**config.mk**
```make
export PLATFORM = sky130hd
export DESIGN_NAME = uesb_top
export DESIGN_NICKNAME = d
export VERILOG_FILES = /design/src/design/uesb_top.v
export VERILOG_INCLUDE_DIRS = /design/src /design/src/design
export SDC_FILE = /design/constraint.sdc
export NUM_CORES = 1
export LEC_CHECK = 0
export BUFFER_PORTS_ARGS = -buffer_cell sky130_fd_sc_hd__clkbuf_2
export CORE_ASPECT_RATIO = 1.2
export CORE_UTILIZATION = 50
export CTS_CLUSTER_DIAMETER = 50
export DETAILED_ROUTE_END_ITERATION = 10
export GPL_ROUTABILITY_DRIVEN = 0
export PLACE_DENSITY = 0.78
export REMOVE_ABC_BUFFERS = 1
export SLEW_MARGIN = 20
export SYNTH_ARGS = -nofsm -noshare
export SYNTH_HDL_FRONTEND = slang
export SYNTH_SLANG_ARGS = --single-unit
```
**constraint.sdc**
```tcl
create_clock -name MCLK -period 3.1 [get_ports MCLK]
set_input_delay 0.465 -clock MCLK [delete_from_list [all_inputs] [get_ports MCLK]]
set_output_delay 0.465 -clock MCLK [all_outputs]
set_load 0.02 [all_outputs]
```
**src/design/uesb_map.vh**
```
// register indexes, field positions, reset values and limits for the uart status and baud block
`ifndef UESB_MAP_VH
`define UESB_MAP_VH

// word indexes on the avalon bus (byte address is four times the index)
`define UESB_IDX_STAT0 32'hfffff302
`define UESB_IDX_STAT1 32'hfffff312
`define UESB_IDX_DIV0 32'hfffff340
`define UESB_IDX_DIV1 32'hfffff341
`define UESB_IDX_CTRL0 32'hfffff342
`define UESB_IDX_CTRL1 32'hfffff343
`define UESB_IDX_IRQ_STAT 32'hfffff344
`define UESB_IDX_IRQ_EN 32'hfffff345
`define UESB_IDX_IRQ_CLR 32'hfffff346

// error status byte fields
`define UESB_STAT_OVE 0
`define UESB_STAT_FE 1
`define UESB_STAT_PE 2

// control byte fields (one per channel)
`define UESB_CTRL_ISRM 1
`define UESB_CTRL_UCL 3
`define UESB_CTRL_PS_LO 4
`define UESB_CTRL_PS_HI 5

// parity modes
`define UESB_PAR_NONE 2'h0
`define UESB_PAR_ZERO 2'h1
`define UESB_PAR_ODD 2'h2
`define UESB_PAR_EVEN 2'h3

// interrupt status layout: errors in bits 1:0, completions in bits 3:2
`define UESB_IRQ_ERR_LO 0
`define UESB_IRQ_DONE_LO 2
`define UESB_IRQ_W 4

// reset values
`define UESB_RST_STAT 8'h00
`define UESB_RST_DIV 8'h00
`define UESB_RST_CTRL 8'h00
`define UESB_RST_IRQ 4'h0

// smallest legal divisor
`define UESB_DIV_MIN 8'h08

`endif

```
**src/design/uesb_top.v**
```verilog
// receive error status, baud divisors and avalon register slave for a two channel uart
`timescale 1ns/1ps
`include "uesb_map.vh"

// How it works
// - errors set parity, framing, overrun bits; rest zero
// - error status byte is read only
// - reset clears both error status bytes
// - serial clock is source clock over divisor
// - divider counts only on selected source clock
// - divisor written only as whole byte
// - reset clears both divisors to zero
// - each character is checked, status updated
// - error control bit gates the RX_INT receive interrupt; the IRQ completion bits still set
module uesb_top (
    // clock and reset
    input wire MCLK,
    input wire SYS_RST,
    // avalon-mm slave, word addressed
    input wire [31:0] ADDRESS,
    input wire READ,
    input wire WRITE,
    input wire [3:0] BYTEENABLE,
    input wire [31:0] WRITEDATA,
    output reg [31:0] READDATA,
    output reg WAITREQUEST,
    // selected source clock, one enable pulse per source edge
    input wire [1:0] SRC_TICK,
    // receive controller, one bit per channel, RX_DATA one byte per channel
    input wire [1:0] RX_DONE,
    input wire [15:0] RX_DATA,
    input wire [1:0] RX_PAR_BIT,
    input wire [1:0] RX_STOP1,
    input wire [1:0] RX_BUF_RD,
    // serial clock and interrupts
    output reg [1:0] BAUD_TICK,
    output reg [1:0] RX_INT,
    output reg IRQ
);

    // things a user of this block should know:
    // - the error status byte is not sticky; every finished character
    //   overwrites all three flags, so read it before the next character
    // - divisor values 0 to 7 park the divider and give no serial clock,
    //   and reset leaves the divisor there, so program it before use
    // - a divisor write restarts the count; the first serial clock after
    //   it comes a full k source ticks later
    // - the source clock arrives as tick pulses; its selection is outside
    // - only the first stop bit is looked at, whatever stop length is set
    // - overrun needs a buffer read pulse between characters
    // - every access costs one wait cycle, reads and writes alike

    // bus handshake: waitrequest is high while idle and
    // drops for one cycle after a request is seen
    wire req = READ | WRITE;
    // a write lands at the edge where waitrequest is low
    wire wr_go = WRITE & ~WAITREQUEST;
    // whole byte lane zero must be enabled
    wire wr_byte = wr_go & BYTEENABLE[0];
    // read data is captured one cycle into the request
    wire rd_cap = READ & WAITREQUEST;

    // per channel results gathered for the bus and the interrupt logic
    wire [15:0] stat_all;
    wire [15:0] div_all;
    wire [15:0] ctrl_all;
    wire [1:0] err_ev;
    wire [1:0] done_ev;
    // per channel serial clock and receive interrupt, before the output flops;
    // assigned inside the channel loop, registered below
    wire [1:0] baud_all;
    wire [1:0] rxint_all;

    // interrupt registers shared by both channels
    reg [`UESB_IRQ_W-1:0] irq_stat_q;
    reg [`UESB_IRQ_W-1:0] irq_en_q;
    // a write to the clear register, low nibble used
    wire [`UESB_IRQ_W-1:0] irq_clr;
    // events of this cycle in interrupt layout
    wire [`UESB_IRQ_W-1:0] irq_set;

    assign irq_clr = (wr_byte && ADDRESS == `UESB_IDX_IRQ_CLR) ? WRITEDATA[`UESB_IRQ_W-1:0] : `UESB_RST_IRQ;
    assign irq_set = {done_ev, err_ev};

    genvar i;
    generate
        for (i = 0; i < 2; i = i + 1) begin : ch
            // this channel's register indexes
            wire [31:0] idx_div = i ? `UESB_IDX_DIV1 : `UESB_IDX_DIV0;
            wire [31:0] idx_ctrl = i ? `UESB_IDX_CTRL1 : `UESB_IDX_CTRL0;

            // software state
            reg [7:0] div_q; // divisor_value
            reg [7:0] ctrl_q; // mode bits kept locally
            // hardware state
            reg [7:0] stat_q; // error_status_byte
            reg unread_q; // receive_buffer holds unread data
            reg [7:0] cnt_q; // 8-bit divider counter

            // received character as seen by the checker
            wire [7:0] data = RX_DATA[8*i+7:8*i];
            // seven bit characters leave bit 7 out of parity
            wire [7:0] data_m = ctrl_q[`UESB_CTRL_UCL] ? data : {1'b0, data[6:0]};
            wire [1:0] pmode = ctrl_q[`UESB_CTRL_PS_HI:`UESB_CTRL_PS_LO];
            wire ones = ^data_m;
            reg par_err;

            // parity check per mode
            always @* begin
                case (pmode)
                    `UESB_PAR_ODD: par_err = ~(ones ^ RX_PAR_BIT[i]);
                    `UESB_PAR_EVEN: par_err = ones ^ RX_PAR_BIT[i];
                    // zero parity and no parity never flag an error
                    default: par_err = 1'b0;
                endcase
            end

            // only the first stop bit is sampled, two stop bits or not
            wire frm_err = ~RX_STOP1[i];
            // a character finishing while the buffer is still unread
            wire ove_err = unread_q & ~RX_BUF_RD[i];
            wire any_err = par_err | frm_err | ove_err;

            assign err_ev[i] = RX_DONE[i] & any_err;
            assign done_ev[i] = RX_DONE[i];
            assign stat_all[8*i+7:8*i] = stat_q;
            assign div_all[8*i+7:8*i] = div_q;
            assign ctrl_all[8*i+7:8*i] = ctrl_q;

            // whole byte writes aimed at this channel
            wire div_wr = wr_byte && ADDRESS == idx_div;
            wire ctrl_wr = wr_byte && ADDRESS == idx_ctrl;
            reg [7:0] div_d;
            reg [7:0] ctrl_d;

            // next divisor and control; partial writes that skip lane zero are dropped
            always @* begin
                div_d = div_q;
                ctrl_d = ctrl_q;
                if (div_wr) begin
                    div_d = WRITEDATA[7:0];
                end
                if (ctrl_wr) begin
                    ctrl_d = WRITEDATA[7:0];
                end
            end

            // divisor and control, software written
            always @(posedge MCLK) begin
                if (SYS_RST) begin
                    div_q <= `UESB_RST_DIV;
                    ctrl_q <= `UESB_RST_CTRL;
                end else begin
                    div_q <= div_d;
                    ctrl_q <= ctrl_d;
                end
            end

            // next error status byte, rewritten by every finished character
            reg [7:0] stat_d;
            always @* begin
                // no character, no change
                stat_d = stat_q;
                if (RX_DONE[i]) begin
                    // bits 7 to 3 always read zero
                    stat_d = 8'h00;
                    stat_d[`UESB_STAT_PE] = par_err;
                    stat_d[`UESB_STAT_FE] = frm_err;
                    stat_d[`UESB_STAT_OVE] = ove_err;
                end
            end

            // error status byte: no bus write path exists at all
            always @(posedge MCLK) begin
                if (SYS_RST) begin
                    stat_q <= `UESB_RST_STAT;
                end else begin
                    stat_q <= stat_d;
                end
            end

            // next unread state; a new character wins over a read in the same cycle
            reg unread_d;
            always @* begin
                unread_d = unread_q;
                if (RX_DONE[i]) begin
                    unread_d = 1'b1;
                end else if (RX_BUF_RD[i]) begin
                    unread_d = 1'b0;
                end
            end

            // unread tracking for the overrun check
            always @(posedge MCLK) begin
                if (SYS_RST) begin
                    unread_q <= 1'b0;
                end else begin
                    unread_q <= unread_d;
                end
            end

            // prohibited settings 0 to 7 stop the divider
            wire div_bad = div_q < `UESB_DIV_MIN;
            // last source tick of one serial clock period
            wire cnt_end = cnt_q == div_q - 8'h01;
            reg [7:0] cnt_d;
            reg baud_d;

            // next divider count and serial clock pulse
            always @* begin
                cnt_d = cnt_q;
                baud_d = 1'b0;
                // a write and a tick in one cycle: the write wins
                if (div_wr) begin
                    // restart so the new ratio starts from a clean phase
                    cnt_d = 8'h00;
                end else if (SRC_TICK[i]) begin
                    if (div_bad) begin
                        // prohibited setting: divider held, no serial clock
                        cnt_d = 8'h00;
                    end else if (cnt_end) begin
                        // one serial clock per k source clocks
                        cnt_d = 8'h00;
                        baud_d = 1'b1;
                    end else begin
                        cnt_d = cnt_q + 8'h01;
                    end
                end
            end

            // divider counter; it moves only on the selected source clock or a divisor write
            always @(posedge MCLK) begin
                if (SYS_RST) begin
                    cnt_q <= 8'h00;
                end else begin
                    cnt_q <= cnt_d;
                end
            end

            // pulses handed to the shared output flops
            assign baud_all[i] = baud_d;
            // with the control bit set an erroneous character stays silent
            assign rxint_all[i] = RX_DONE[i] & ~(any_err & ctrl_q[`UESB_CTRL_ISRM]);
        end
    endgenerate

    // serial clock and receive interrupt pulses of both channels;
    // one process so each output has a single driver, straight from a flop
    always @(posedge MCLK) begin
        if (SYS_RST) begin
            BAUD_TICK <= 2'h0;
            RX_INT <= 2'h0;
        end else begin
            BAUD_TICK <= baud_all;
            RX_INT <= rxint_all;
        end
    end

    // next sticky status: a new event beats a clear in the same cycle
    reg [`UESB_IRQ_W-1:0] irq_stat_d;
    always @* begin
        irq_stat_d = (irq_stat_q & ~irq_clr) | irq_set;
    end

    // sticky interrupt status, cleared only by software
    always @(posedge MCLK) begin
        if (SYS_RST) begin
            irq_stat_q <= `UESB_RST_IRQ;
        end else begin
            irq_stat_q <= irq_stat_d;
        end
    end

    // next enable mask, same layout as the status bits
    reg [`UESB_IRQ_W-1:0] irq_en_d;
    always @* begin
        irq_en_d = irq_en_q;
        // writes without lane zero leave the mask alone
        if (wr_byte && ADDRESS == `UESB_IDX_IRQ_EN) begin
            irq_en_d = WRITEDATA[`UESB_IRQ_W-1:0];
        end
    end

    // interrupt enable register
    always @(posedge MCLK) begin
        if (SYS_RST) begin
            irq_en_q <= `UESB_RST_IRQ;
        end else begin
            irq_en_q <= irq_en_d;
        end
    end

    // level interrupt, one cycle behind the status bits
    wire irq_d = |(irq_stat_q & irq_en_q);
    always @(posedge MCLK) begin
        if (SYS_RST) begin
            IRQ <= 1'b0;
        end else begin
            // high while any enabled status bit is set
            IRQ <= irq_d;
        end
    end

    // read mux; unmapped indexes and the clear register read zero
    reg [7:0] rd_mux;
    always @* begin
        case (ADDRESS)
            `UESB_IDX_STAT0: rd_mux = stat_all[7:0];
            `UESB_IDX_STAT1: rd_mux = stat_all[15:8];
            `UESB_IDX_DIV0: rd_mux = div_all[7:0];
            `UESB_IDX_DIV1: rd_mux = div_all[15:8];
            `UESB_IDX_CTRL0: rd_mux = ctrl_all[7:0];
            `UESB_IDX_CTRL1: rd_mux = ctrl_all[15:8];
            `UESB_IDX_IRQ_STAT: rd_mux = {4'h0, irq_stat_q};
            `UESB_IDX_IRQ_EN: rd_mux = {4'h0, irq_en_q};
            default: rd_mux = 8'h00;
        endcase
    end

    // next handshake and read data; a read captures one cycle into the request
    reg wait_d;
    reg [31:0] rdata_d;
    always @* begin
        // low for exactly one cycle after a request, then high again
        wait_d = ~(req & WAITREQUEST);
        // read data stands until the next read
        rdata_d = READDATA;
        if (rd_cap) begin
            // narrow data sits in the low byte, upper bits zero
            rdata_d = {24'h000000, rd_mux};
        end
    end

    // waitrequest and read data: fixed one wait cycle per access
    always @(posedge MCLK) begin
        if (SYS_RST) begin
            WAITREQUEST <= 1'b1;
            READDATA <= 32'h00000000;
        end else begin
            WAITREQUEST <= wait_d;
            READDATA <= rdata_d;
        end
    end

endmodule

```
# Word-level counts from Yosys, hierarchy flattened
# Cells that the tools add are included.
[op_classes] reduce_logical=15 n_eq_ne=15 order_cmp=2 n_addsub=4 muxes=16 n_bitwise=35
[ops] cell="32-bit == test, second input constant" count=9
[ops] cell="8-bit case mux with 8 select lines" count=1
[ops] cell="8-bit two-way mux" count=6
[ops] cell="8-bit by 1-bit adder with 8-bit output, second input constant" count=2
[ops] cell="8-bit == test" count=2
[ops] cell="8-bit by 4-bit < comparator with 1-bit output, second input constant" count=2
[ops] cell="8-bit parity" count=2
[ops] cell="8-bit by 1-bit subtractor with 8-bit output, second input constant" count=2
[ops] cell="1-bit bitwise AND" count=12
[ops] cell="1-bit inverter" count=12
[ops] cell="4-bit OR reduction" count=3
[ops] cell="4-bit bitwise AND" count=2
[ops] cell="2-bit == test, second input constant" count=4
[ops] cell="1-bit logical AND" count=6
[ops] cell="1-bit two-way mux" count=6
[ops] cell="1-bit bitwise OR" count=5
[ops] cell="4-bit two-way mux" count=1
[ops] cell="4-bit inverter" count=1
[ops] cell="4-bit bitwise OR" count=1
[ops] cell="1-bit case mux with 2 select lines" count=2
[ops] cell="2-bit nonzero test" count=2
[ops] cell="2-bit OR reduction" count=2
[ops] cell="1-bit bitwise XOR" count=2
[word_totals] ff_bits=78 out_inout_bits=38

# Depth between registers and ports, before layout
# Gate-level depths: netlist of run 1.
[logic_depth] word_depth=10 ltp_mapped=9 depth_no_buf=8

# Worst setup path before layout of run 1
# No wires, ideal clock.
[synth_path] path_type="input port to flip-flop" start="input ADDRESS[5]" end="register irq_stat_q[3]" setup_slack_ns=0.854 setup_time_ns=0.128 cell_stages=7 t_required_ns=2.972 path_buffers=1 arrival_ns=2.119 path_cell_list="or4b_1 -> clkbuf_1 -> nor2_1 -> nand4_1 -> or4b_1 -> a21oi_1 -> nor2_1"
[synth_via] elab_chain_len=6
[synth_lines] element="start, declared" line_no="uesb_top.v:20" text="input wire [31:0] ADDRESS,"
[synth_lines] element="32-bit == test (no source line)"
[synth_lines] element="1-bit logical AND (no source line)"
[synth_lines] element="4-bit two-way mux (no source line)"
[synth_lines] element="4-bit inverter" line_no="uesb_top.v:262" text="irq_stat_d = (irq_stat_q & ~irq_clr) | irq_set;"
[synth_lines] element="4-bit bitwise AND" line_no="uesb_top.v:262"
[synth_lines] element="4-bit bitwise OR" line_no="uesb_top.v:262"
[synth_lines] element="end signal, assigned" line_no="uesb_top.v:268" text="irq_stat_q <= `UESB_RST_IRQ;"
[synth_lines] element="end signal, assigned" line_no="uesb_top.v:270" text="irq_stat_q <= irq_stat_d;"
[synth_lines] element="end, declared" line_no="uesb_top.v:75" text="reg [`UESB_IRQ_W-1:0] irq_stat_q;"
# No other way between the ends.
# A chain may end at the register's enable or synchronous reset.

# Worst setup path in the final report of run 1
[layout_path] start="register ch[1].div_q[0]" end="register ch[1].cnt_q[3]"
[layout_via] elab_chain_len=4
[layout_lines] element="start, declared" line_no="uesb_top.v:93" text="reg [7:0] div_q;"
[layout_lines] element="start signal, assigned" line_no="uesb_top.v:151" text="div_q <= `UESB_RST_DIV;"
[layout_lines] element="start signal, assigned" line_no="uesb_top.v:154" text="div_q <= div_d;"
[layout_lines] element="8-bit by 1-bit subtractor with 8-bit output" line_no="uesb_top.v:205" text="wire cnt_end = cnt_q == div_q - 8'h01;"
[layout_lines] element="8-bit == test" line_no="uesb_top.v:205"
[layout_lines] element="8-bit two-way mux" line_no="uesb_top.v:221" text="end else if (cnt_end) begin"
[layout_lines] element="8-bit two-way mux *" line_no="uesb_top.v:218" text="if (div_bad) begin"
[layout_lines] element="end signal, assigned" line_no="uesb_top.v:236" text="cnt_q <= cnt_d;"
[layout_lines] element="end, declared" line_no="uesb_top.v:98" text="reg [7:0] cnt_q;"
# Every way passes the cells marked *; elsewhere a longest branch is shown, timed or not.

==> metrics, run 1 <==
first-pass GRT wire length=17410 um; cells along the critical path=or4_4, or4b_1, o41a_1, a211o_1, a22o_1; Top delay family on crit path=simple AND/OR/NAND/NOR gates; WP buf/inv=0; Core Footprint=between 8000 and 9000 um^2; Initial Utilization=51.61%; element type at the critical path end=register; outcome=finished, final reports clean; Leakage Power=between 2 and 2.5 nW; crit path setup slack, layout=698.6 ps; f_max=416.4 MHz; peak supply drop=about 0.33 mV; Routed Antenna Nets=0; Post-synth EDFFs=0; initial antenna violation count=0; total gr overflow=0; H-tree level count=3; Die Y-Extent=~110 um; Fin Setup TNS=0 ps; Mapped Area=4444 um^2; min Tclk post-route=between 2000 and 2500 ps; clk sinks=78; final period utilization=between 70% and 80%; vias=4037; fillcell total=786; share of cells above drive strength 1=around a fifth; fin. max-slew vios=0; GRT Util Overall=24.01%; clock insertion delay at the later pin of the skew report=between 300 and 400 ps; Seq/Total Area, Yosys=35.14%; RSZ-0062 raised after global routing=false; Final Skew=11.08 ps; # DRC=0; CTS resizes=0; Ys Warns=0; PortBufs=84; root buf cell=clkbuf_8; clk slew on worst S/H paths=around 80 ps; Die W=88.07 um; fin util=between 50% and 60%; DP Wirelength=about 8000 um; CP Class=reg2reg; Max Fanout on Critical Path=12; syn avg cell area=8.481 um^2; Die Footprint=9271 um^2; required time of the critical path=approximately 3400 ps; Final #Nets=708; Slew HR=52.30%; PD cells=393.6 nW/um^2; Arr. time, crit path=2660 ps; Synth Flop Type=dfxtp_1; drt pass-1 iters=5; max cap viols=0; Initial DRC Count=247; DR WL/cell=about 15 um; vias in the first global route=3825; ant diodes=0; Worst-Margin Slew=712.2 ps; Worst setup SP type=register; P&R area growth vs syn=14.70%; largest net degree at the start of global routing=31; CTS tree=built; Synth Instances=524; dpl ws=520.9 ps; hold bufs inserted after CTS=0; post-synthesis register bit count=78; Design Power=2.007 mW; endpoints failing setup=0; Post-Route WL=10600 um; worst min path class=in2reg; io pins=136; Crit-path slowest cell=or4_4; cts bufs inserted=9; DR vias/cell=5.545; post-CTS setup buffers=0; final hold slack=299.4 ps; Yosys cell types=62; Post-synth ARST share=0%; Fin. Hold Viols=0; Max clock buf depth=2; Slowest Stage Delay on Critical Path=580 ps; row count=37
## sequential cells by signal, summed over array words and instances, names as in the netlist
signal and cells:
ch.cnt_q 16, ch.ctrl_q 16, ch.div_q 16, READDATA 8, ch.stat_q 6, irq_en_q 4, irq_stat_q 4, BAUD_TICK 2
RX_INT 2, ch.unread_q 2, IRQ 1, WAITREQUEST 1
## per-layer routing
metal	GRT usage, %	routed length (um)	share of wire (%)	vias up
met2	39.48	5181	49	132
met3	3.915	496	4.7	30
met4	13.82	372	3.5	0
li1	-	-	-	1998
met5	0	0	0	-
met1	29.19	4554	43	1877
## worst reg2reg max path: stages (launching register included)
cell and delay [ps]:
dfxtp_1 390, or4_4 580, or4b_1 520, o41a_1 130, a211o_1 420, a22o_1 260
## stage by stage
step                      cell area, um^2  instances
after floorplan                      4259        501
after global placement               4901        712
after detailed placement             4901        712
after CTS                            5097        728
after global routing                 5097        728
final                                5097        728
## area by class of cell
| cell class | count | area, um^2 | area share [%] |
|---|---|---|---|
| clock buffer | 10 | 127.6 | 2.504 |
| timing repair buffer | 94 | 495.5 | 9.720 |
| inverter | 11 | 41.29 | 0.8100 |
| multi-input combinational | 412 | 2656 | 52.11 |
| sequential | 78 | 1562 | 30.63 |
| clock inverter | 6 | 68.82 | 1.350 |
| tap | 117 | 146.4 | 2.872 |
## synthesized netlist by cell type (all sizes together), types with 9 or more instances
master / count / area, um^2
nor2: 83 / 314.1
dfxtp: 78 / 1562
mux2i: 47 / 470.5
buf: 29 / 207.7
xnor2: 27 / 236.5
nand2: 26 / 97.59
a21oi: 21 / 105.1
nand4: 19 / 118.9
a22oi: 18 / 135.1
clkbuf: 17 / 63.81
nand2b: 13 / 81.33
o21ai: 13 / 65.06
inv: 11 / 41.29
and3: 9 / 56.30
## cells by family after synthesis
group	count (synthesis)	synth area share (%)
multiplexers	49	11.09
AO/OA/AOI/OAI	92	13.91
buffers and inverters	57	7.038
other	1	0.08438
XOR/XNOR	36	7.404
adder cells (fa/ha/maj)	4	1.126
flip-flops	78	35.14
AND/OR/NAND/NOR	207	24.21
## power breakdown
| group | leakage [nW] | switching [mW] | internal (mW) |
|---|---|---|---|
| sequential | 0.631 | 0.00619 | 1.01 |
| combinational | 1.42 | 0.130 | 0.0860 |
| clock | 0.0973 | 0.395 | 0.378 |
## placed cells by master (no fill, tap or decap), types with 6 or more instances in the layout
| cell type | synthesis | layout |
|---|---|---|
| o21ai_1 | 6 | 6 |
| conb_1 | 1 | 24 |
| nor2b_1 | 6 | 6 |
| a21oi_1 | 21 | 21 |
| inv_1 | 10 | 10 |
| mux2i_1 | 47 | 47 |
| xnor2_1 | 27 | 27 |
| nor2_1 | 82 | 82 |
| xor2_1 | 8 | 8 |
| a31oi_1 | 7 | 7 |
| nor3_1 | 7 | 7 |
| nand2_1 | 26 | 26 |
| a22oi_1 | 18 | 18 |
| buf_4 | 24 | 10 |
| clkbuf_2 | 0 | 84 |
| o21ai_0 | 7 | 7 |
| nand4_1 | 19 | 19 |
| o22ai_1 | 6 | 6 |
| dfxtp_1 | 78 | 78 |
| nand2b_1 | 13 | 13 |
| clkbuf_8 | 0 | 9 |
| nand3_1 | 6 | 6 |
| and3_1 | 9 | 9 |
## path summary, 6_finish.rpt
| kind | start | depth (start not counted) | slack (ps) | end |
|---|---|---|---|---|
| worst max-delay path | ch[1].div_q[0] | 5 | 700 | ch[1].cnt_q[3] |
| worst min-delay path | RX_STOP1[0] | 2 | 300 | ch[0].stat_q[1] |
| worst max register to register | ch[1].div_q[0] | 5 | 700 | ch[1].cnt_q[3] |
| worst min register to register | WAITREQUEST | 1 | 450 | WAITREQUEST |
Power figures use the tool's default switching activity.
==> inputs of run 2 (changes only) <==
--- a/config.mk
+++ b/config.mk
@@ -8,11 +8,11 @@
 export LEC_CHECK = 0
 export BUFFER_PORTS_ARGS = -buffer_cell sky130_fd_sc_hd__clkbuf_2
 export CORE_ASPECT_RATIO = 1.2
-export CORE_UTILIZATION = 50
+export CORE_UTILIZATION = 47
 export CTS_CLUSTER_DIAMETER = 50
 export DETAILED_ROUTE_END_ITERATION = 10
 export GPL_ROUTABILITY_DRIVEN = 0
-export PLACE_DENSITY = 0.78
+export PLACE_DENSITY = 0.77
 export REMOVE_ABC_BUFFERS = 1
 export SLEW_MARGIN = 20
 export SYNTH_ARGS = -nofsm -noshare
==> constraint.sdc (replaced) <==
create_clock -name MCLK -period 2.03 [get_ports MCLK]
set_input_delay 0.3045 -clock MCLK [delete_from_list [all_inputs] [get_ports MCLK]]
set_output_delay 0.3045 -clock MCLK [all_outputs]
set_load 0.02 [all_outputs]
==> metrics, run 2 (synthesized netlist as in run 1, its figures left out) <==
DP Wirelength=8740 um; Reg2Reg Depth=6; Worst setup SP type=register; hold bufs inserted after CTS=0; GRT met3 Usage=between 4 and 5%; element type at the critical path end=register; Die W=90.77 um; Die Y-Extent=108.5 um; P_int=2.400 mW; fillcell total=799; Reg-to-Reg Start=ch[1].div_q[3]; io pins=136; H-tree level count=3; peak supply drop=0.5127 mV; Initial DRC Count=303; outcome=finished, violations left; first-pass GRT wire length=~19000 um; sequential share of power=47.8%; Max Fanout on Critical Path=6; Die Footprint=9850 um^2; Fin. Hold Viols=0; most frequent cells in the layout=clkbuf_2 (84), nor2_1 (82), dfxtp_1 (75); Cell Area, Placed=5233 um^2; vias in the first global route=4085; row count=38; fin util=60.99%; GRT Util Overall=23.60%; Routed Antenna Nets=0; clock insertion delay at the later pin of the skew report=roughly 360 ps; RSZ-0062 raised after global routing=true; DR WL/cell=15.16 um; Largest regs=ch.cnt_q x16, ch.ctrl_q x16, ch.div_q x16; failing checks=setup timing; min Tclk post-route=2185 ps; Setup crit start=ch[1].div_q[3]; ant diodes=0; switching part of the total=26.17%; gr busiest metal=met2; final period utilization=107.7%; CTS tree=built; crit path setup slack, layout=-155.5 ps; Min-Delay Startpoint=RX_STOP1[0]; total gr overflow=0; Reg area=1565 um^2; Leakage Power=2.398 nW; clock share of power=41.4%; share of cells above drive strength 1=27.59%; vias=4378; PortBufs=84; # DRC=0; required time of the critical path=2280 ps; clk sinks=78; max cap viols=0; Combinational Power Share=10.8%; Post-Route WL=around 12000 um; Arr. time, crit path=between 2000 and 2500 ps; met1 GRT Util=approximately 27%; f_max=457.6 MHz; endpoints failing setup=9; fin. max-slew vios=0; CP Class=reg2reg; cell area after layout=5568 um^2; Final #Nets=around 750; largest net degree at the start of global routing=38; PD cells=583.8 nW/um^2; Worst R2R End=ch[1].cnt_q[2]; DR vias/cell=5.642; Initial Utilization=48.68%; Max clock buf depth=2; Final Skew=7.863 ps; Core Footprint=9129 um^2; P&R area growth vs syn=25.28%; worst min path class=in2reg; cts bufs inserted=9; dpl ws=-246.1 ps; clk slew on worst S/H paths=90 ps; CP Capture Point=ch[1].cnt_q[2]; NetSw=850.6 uW; final hold slack=140.2 ps; drt pass-1 iters=5; most common cell after layout, fill and taps aside=clkbuf_2; r2r setup slk=-160 ps; root buf cell=clkbuf_8; initial antenna violation count=0; M2 GR Usage=a little over two fifths; multi-input logic area=2746 um^2
-- run 2: cell count changes in the layout (fill, tap and decap cells not counted), sizes merged --
cell / before / now
buf: 10 / 54
a211o: 1 / 2
bufinv: 1 / 2
clkbuf: 94 / 93
clkinv: 2 / 1
inv: 13 / 14
-- run 2: repair_timing --
item                       4_1_cts  5_1_grt
gates resized for setup          5       17
gates cloned                     1        1
pin swaps                        6        9
setup buffers                    0        1
setup endpoints to repair       16       18
-- run 2: layout make-up --
cell class | instances | share of cell area (%)
timing repair buffer | 138 | 15.01
multi-input combinational | 413 | 49.33
clock inverter | 7 | 1.888
tap | 120 | 2.697
clock buffer | 9 | 2.225
sequential | 78 | 28.11
inverter | 11 | 0.7416
-- run 2: per-layer routing --
layer	part of all wire, %	vias up
met4	2.5	0
met3	4.9	33
met5	0	-
met1	40	2085
met2	53	164
li1	-	2096
-- run 2: critical path: stages (launching register included) --
cell	delay (ps)
dfxtp_1	320
or4_4	540
or4b_1	480
o41a_1	160
a211o_4	380
o211ai_1	120
a21oi_1	80
-- run 2: how the worst min path moves through the flow --
stage | slack (ps) | to | cells after the start
2_1_floorplan | 370 | IRQ | 1
3_3_place_gp | 420 | WAITREQUEST | 1
3_5_place_dp | 440 | WAITREQUEST | 1
4_1_cts | 130 | ch[0].stat_q[1] | 2
5_1_grt | 150 | ch[0].stat_q[1] | 2
6_report | 140 | ch[0].stat_q[1] | 2
-- run 2: power groups by stage --
stage | clock, mW | combinational (mW) | sequential, mW
global placement | 0 | 0.338 | 1.59
CTS | 1.37 | 0.347 | 1.55
finish | 1.35 | 0.349 | 1.56
floorplan | 0 | 0.166 | 1.59
global route | 1.44 | 0.379 | 1.56
detailed placement | 0 | 0.345 | 1.59
-- run 2: metrics by stage --
stage,TNS (ps),cells,power (mW)
finish,-1168,776,3.251
global route,-2116,776,3.372
CTS,-1104,774,3.268
detailed placement,-2923,757,1.936
global placement,-1917,757,1.928
floorplan,-8637,501,1.759
==> inputs of run 3 (changes only) <==
--- a/config.mk
+++ b/config.mk
@@ -6,13 +6,13 @@
 export SDC_FILE = /design/constraint.sdc
 export NUM_CORES = 1
 export LEC_CHECK = 0
-export BUFFER_PORTS_ARGS = -buffer_cell sky130_fd_sc_hd__clkbuf_2
 export CORE_ASPECT_RATIO = 1.2
-export CORE_UTILIZATION = 47
+export CORE_UTILIZATION = 50
 export CTS_CLUSTER_DIAMETER = 50
 export DETAILED_ROUTE_END_ITERATION = 10
+export DONT_BUFFER_PORTS = 1
 export GPL_ROUTABILITY_DRIVEN = 0
-export PLACE_DENSITY = 0.77
+export PLACE_DENSITY = 0.68
 export REMOVE_ABC_BUFFERS = 1
 export SLEW_MARGIN = 20
 export SYNTH_ARGS = -nofsm -noshare
==> metrics, run 3 (synthesized netlist as in run 1, its figures left out) <==
cts bufs inserted=9; clk sinks=78; max cap viols=0; # DRC=0; Setup crit start=ch[1].div_q[1]; post-route met1 wirelength=4588 um; GRT Util Overall=25.23%; Slew HR=62.74%; outcome=finished, violations left; DR WL/cell=about 17 um; cell area after layout=between 5000 and 6000 um^2; share of cells above drive strength 1=16.28%; dpl ws=-223.5 ps; Arr. time, crit path=2450 ps; Worst-Margin Slew=553.8 ps; required time of the critical path=2290 ps; Die Footprint=9271 um^2; vias in the first global route=3729; uppermost routed layer=met4; H-tree level count=3; Die Y-Extent=105.3 um; vias=3888; largest net degree at the start of global routing=60; initial antenna violation count=0; PD cells=~580 nW/um^2; RSZ-0062 raised after global routing=true; Max Fanout on Critical Path=6; Detail Route met2 WL=5718 um; most common cell after layout, fill and taps aside=nor2_1; worst min path class=in2reg; Reg2Reg Depth=5; DR vias/cell=5.701; CP Class=reg2reg; min Tclk post-route=approximately 2200 ps; drt pass-1 iters=4; fillcell total=789; Reg-to-Reg Start=ch[1].div_q[1]; r2r setup slk=-160 ps; peak supply drop=0.4551 mV; element type at the critical path end=register; Largest regs=ch.cnt_q x16, ch.ctrl_q x16, ch.div_q x16; DP Wirelength=8234 um; io pins=136; Fin. Hold Viols=0; Initial Utilization=51.61%; Worst setup SP type=register; Slowest Stage Delay on Critical Path=510 ps; Initial DRC Count=~190; CTS tree=built; f_max=457.1 MHz; P&R area growth vs syn=15.20%; met3 wire len=~700 um; ant diodes=0; CP Capture Point=ch[1].cnt_q[3]; Worst R2R End=ch[1].cnt_q[3]; fin. max-slew vios=0; crit path setup slack, layout=-157.5 ps; total gr overflow=0; cells along the critical path=or4_4, or4b_1, o41a_1, a211o_4, a22o_1; root buf cell=clkbuf_8; Design Power=between 2 and 3 mW; first-pass GRT wire length=about 18000 um; clock insertion delay at the later pin of the skew report=roughly 360 ps; Leakage Power=1.999 nW; Core Footprint=8611 um^2; Post-Route WL=between 10000 and 15000 um; PortBufs=0; Cell Area, Placed=4741 um^2; Routed Antenna Nets=0; Die W=88.07 um; final hold slack=14.55 ps; most frequent cells in the layout=nor2_1 (82), dfxtp_1 (75), mux2i_1 (47); endpoints failing setup=11; final period utilization=107.8%; clk slew on worst S/H paths=80 ps; failing checks=setup timing; Max clock buf depth=2; row count=37; fin util=59.46%; Final Skew=10.39 ps; Crit-path slowest cell=or4_4; Final #Nets=about 660
[run 3: cell types whose count changed in the layout (fill, tap and decap cells not counted), sizes merged]
cell         delta
buf             -8
bufinv          -1
clkbuf         -80
dlygate4sd3     +1
inv             -3
[run 3: final cells by class]
| cell class | count | area, um^2 | share of cell area (%) |
|---|---|---|---|
| clock buffer | 13 | 158.9 | 3.104 |
| timing repair buffer | 47 | 365.4 | 7.136 |
| tap | 117 | 146.4 | 2.859 |
| sequential | 78 | 1568 | 30.62 |
| multi-input combinational | 413 | 2798 | 54.64 |
| clock inverter | 3 | 42.54 | 0.8309 |
| inverter | 11 | 41.29 | 0.8065 |
[run 3: metal layers]
layer | up-vias | GRT usage, %
met4 | 0 | 12.90
met1 | 1839 | 29.46
met3 | 25 | 5.560
li1 | 1902 | -
met2 | 122 | 42.64
met5 | - | 0
[run 3: report_power, final]
part           switching [mW]  internal [mW]  leakage [nW]
Clock                   0.573          0.635        0.0996
Combinational           0.118         0.0881          1.27
Sequential             0.0145           1.54         0.633
Total                   0.705           2.27          2.00
[run 3: worst min-delay path by stage]
stage | to | from | cells past startpoint
2_1_floorplan | IRQ | SYS_RST | 1
3_3_place_gp | ch[1].unread_q | SYS_RST | 1
3_5_place_dp | READDATA[1] | SYS_RST | 1
4_1_cts | READDATA[1] | SYS_RST | 1
5_1_grt | ch[0].div_q[1] | SYS_RST | 1
6_report | ch[1].unread_q | SYS_RST | 1
[run 3: worst max-delay path: cells and delay by family (launching register included)]
family / cells / cell delay [ps]
AND/OR/NAND/NOR: 2 / 980
AO/OA/AOI/OAI: 3 / 760
flip-flops: 1 / 330
[run 3: metrics by stage]
step	cells	TNS, ps
after floorplan	501	-8637
after CTS	679	-1132
final	682	-1124
after global placement	661	-1903
after detailed placement	661	-2130
after global routing	682	-1916
[run 3: repair_timing]
| item | CTS | global route |
|---|---|---|
| hold buffers | 1 | 0 |
| endpoints found under the setup margin | 16 | 16 |
| gates resized for setup | 3 | 27 |
| pin swaps | 6 | 17 |
| hold endpoints to repair | 1 | 0 |
| cloned | 1 | 1 |
| buffers inserted | 0 | 2 |
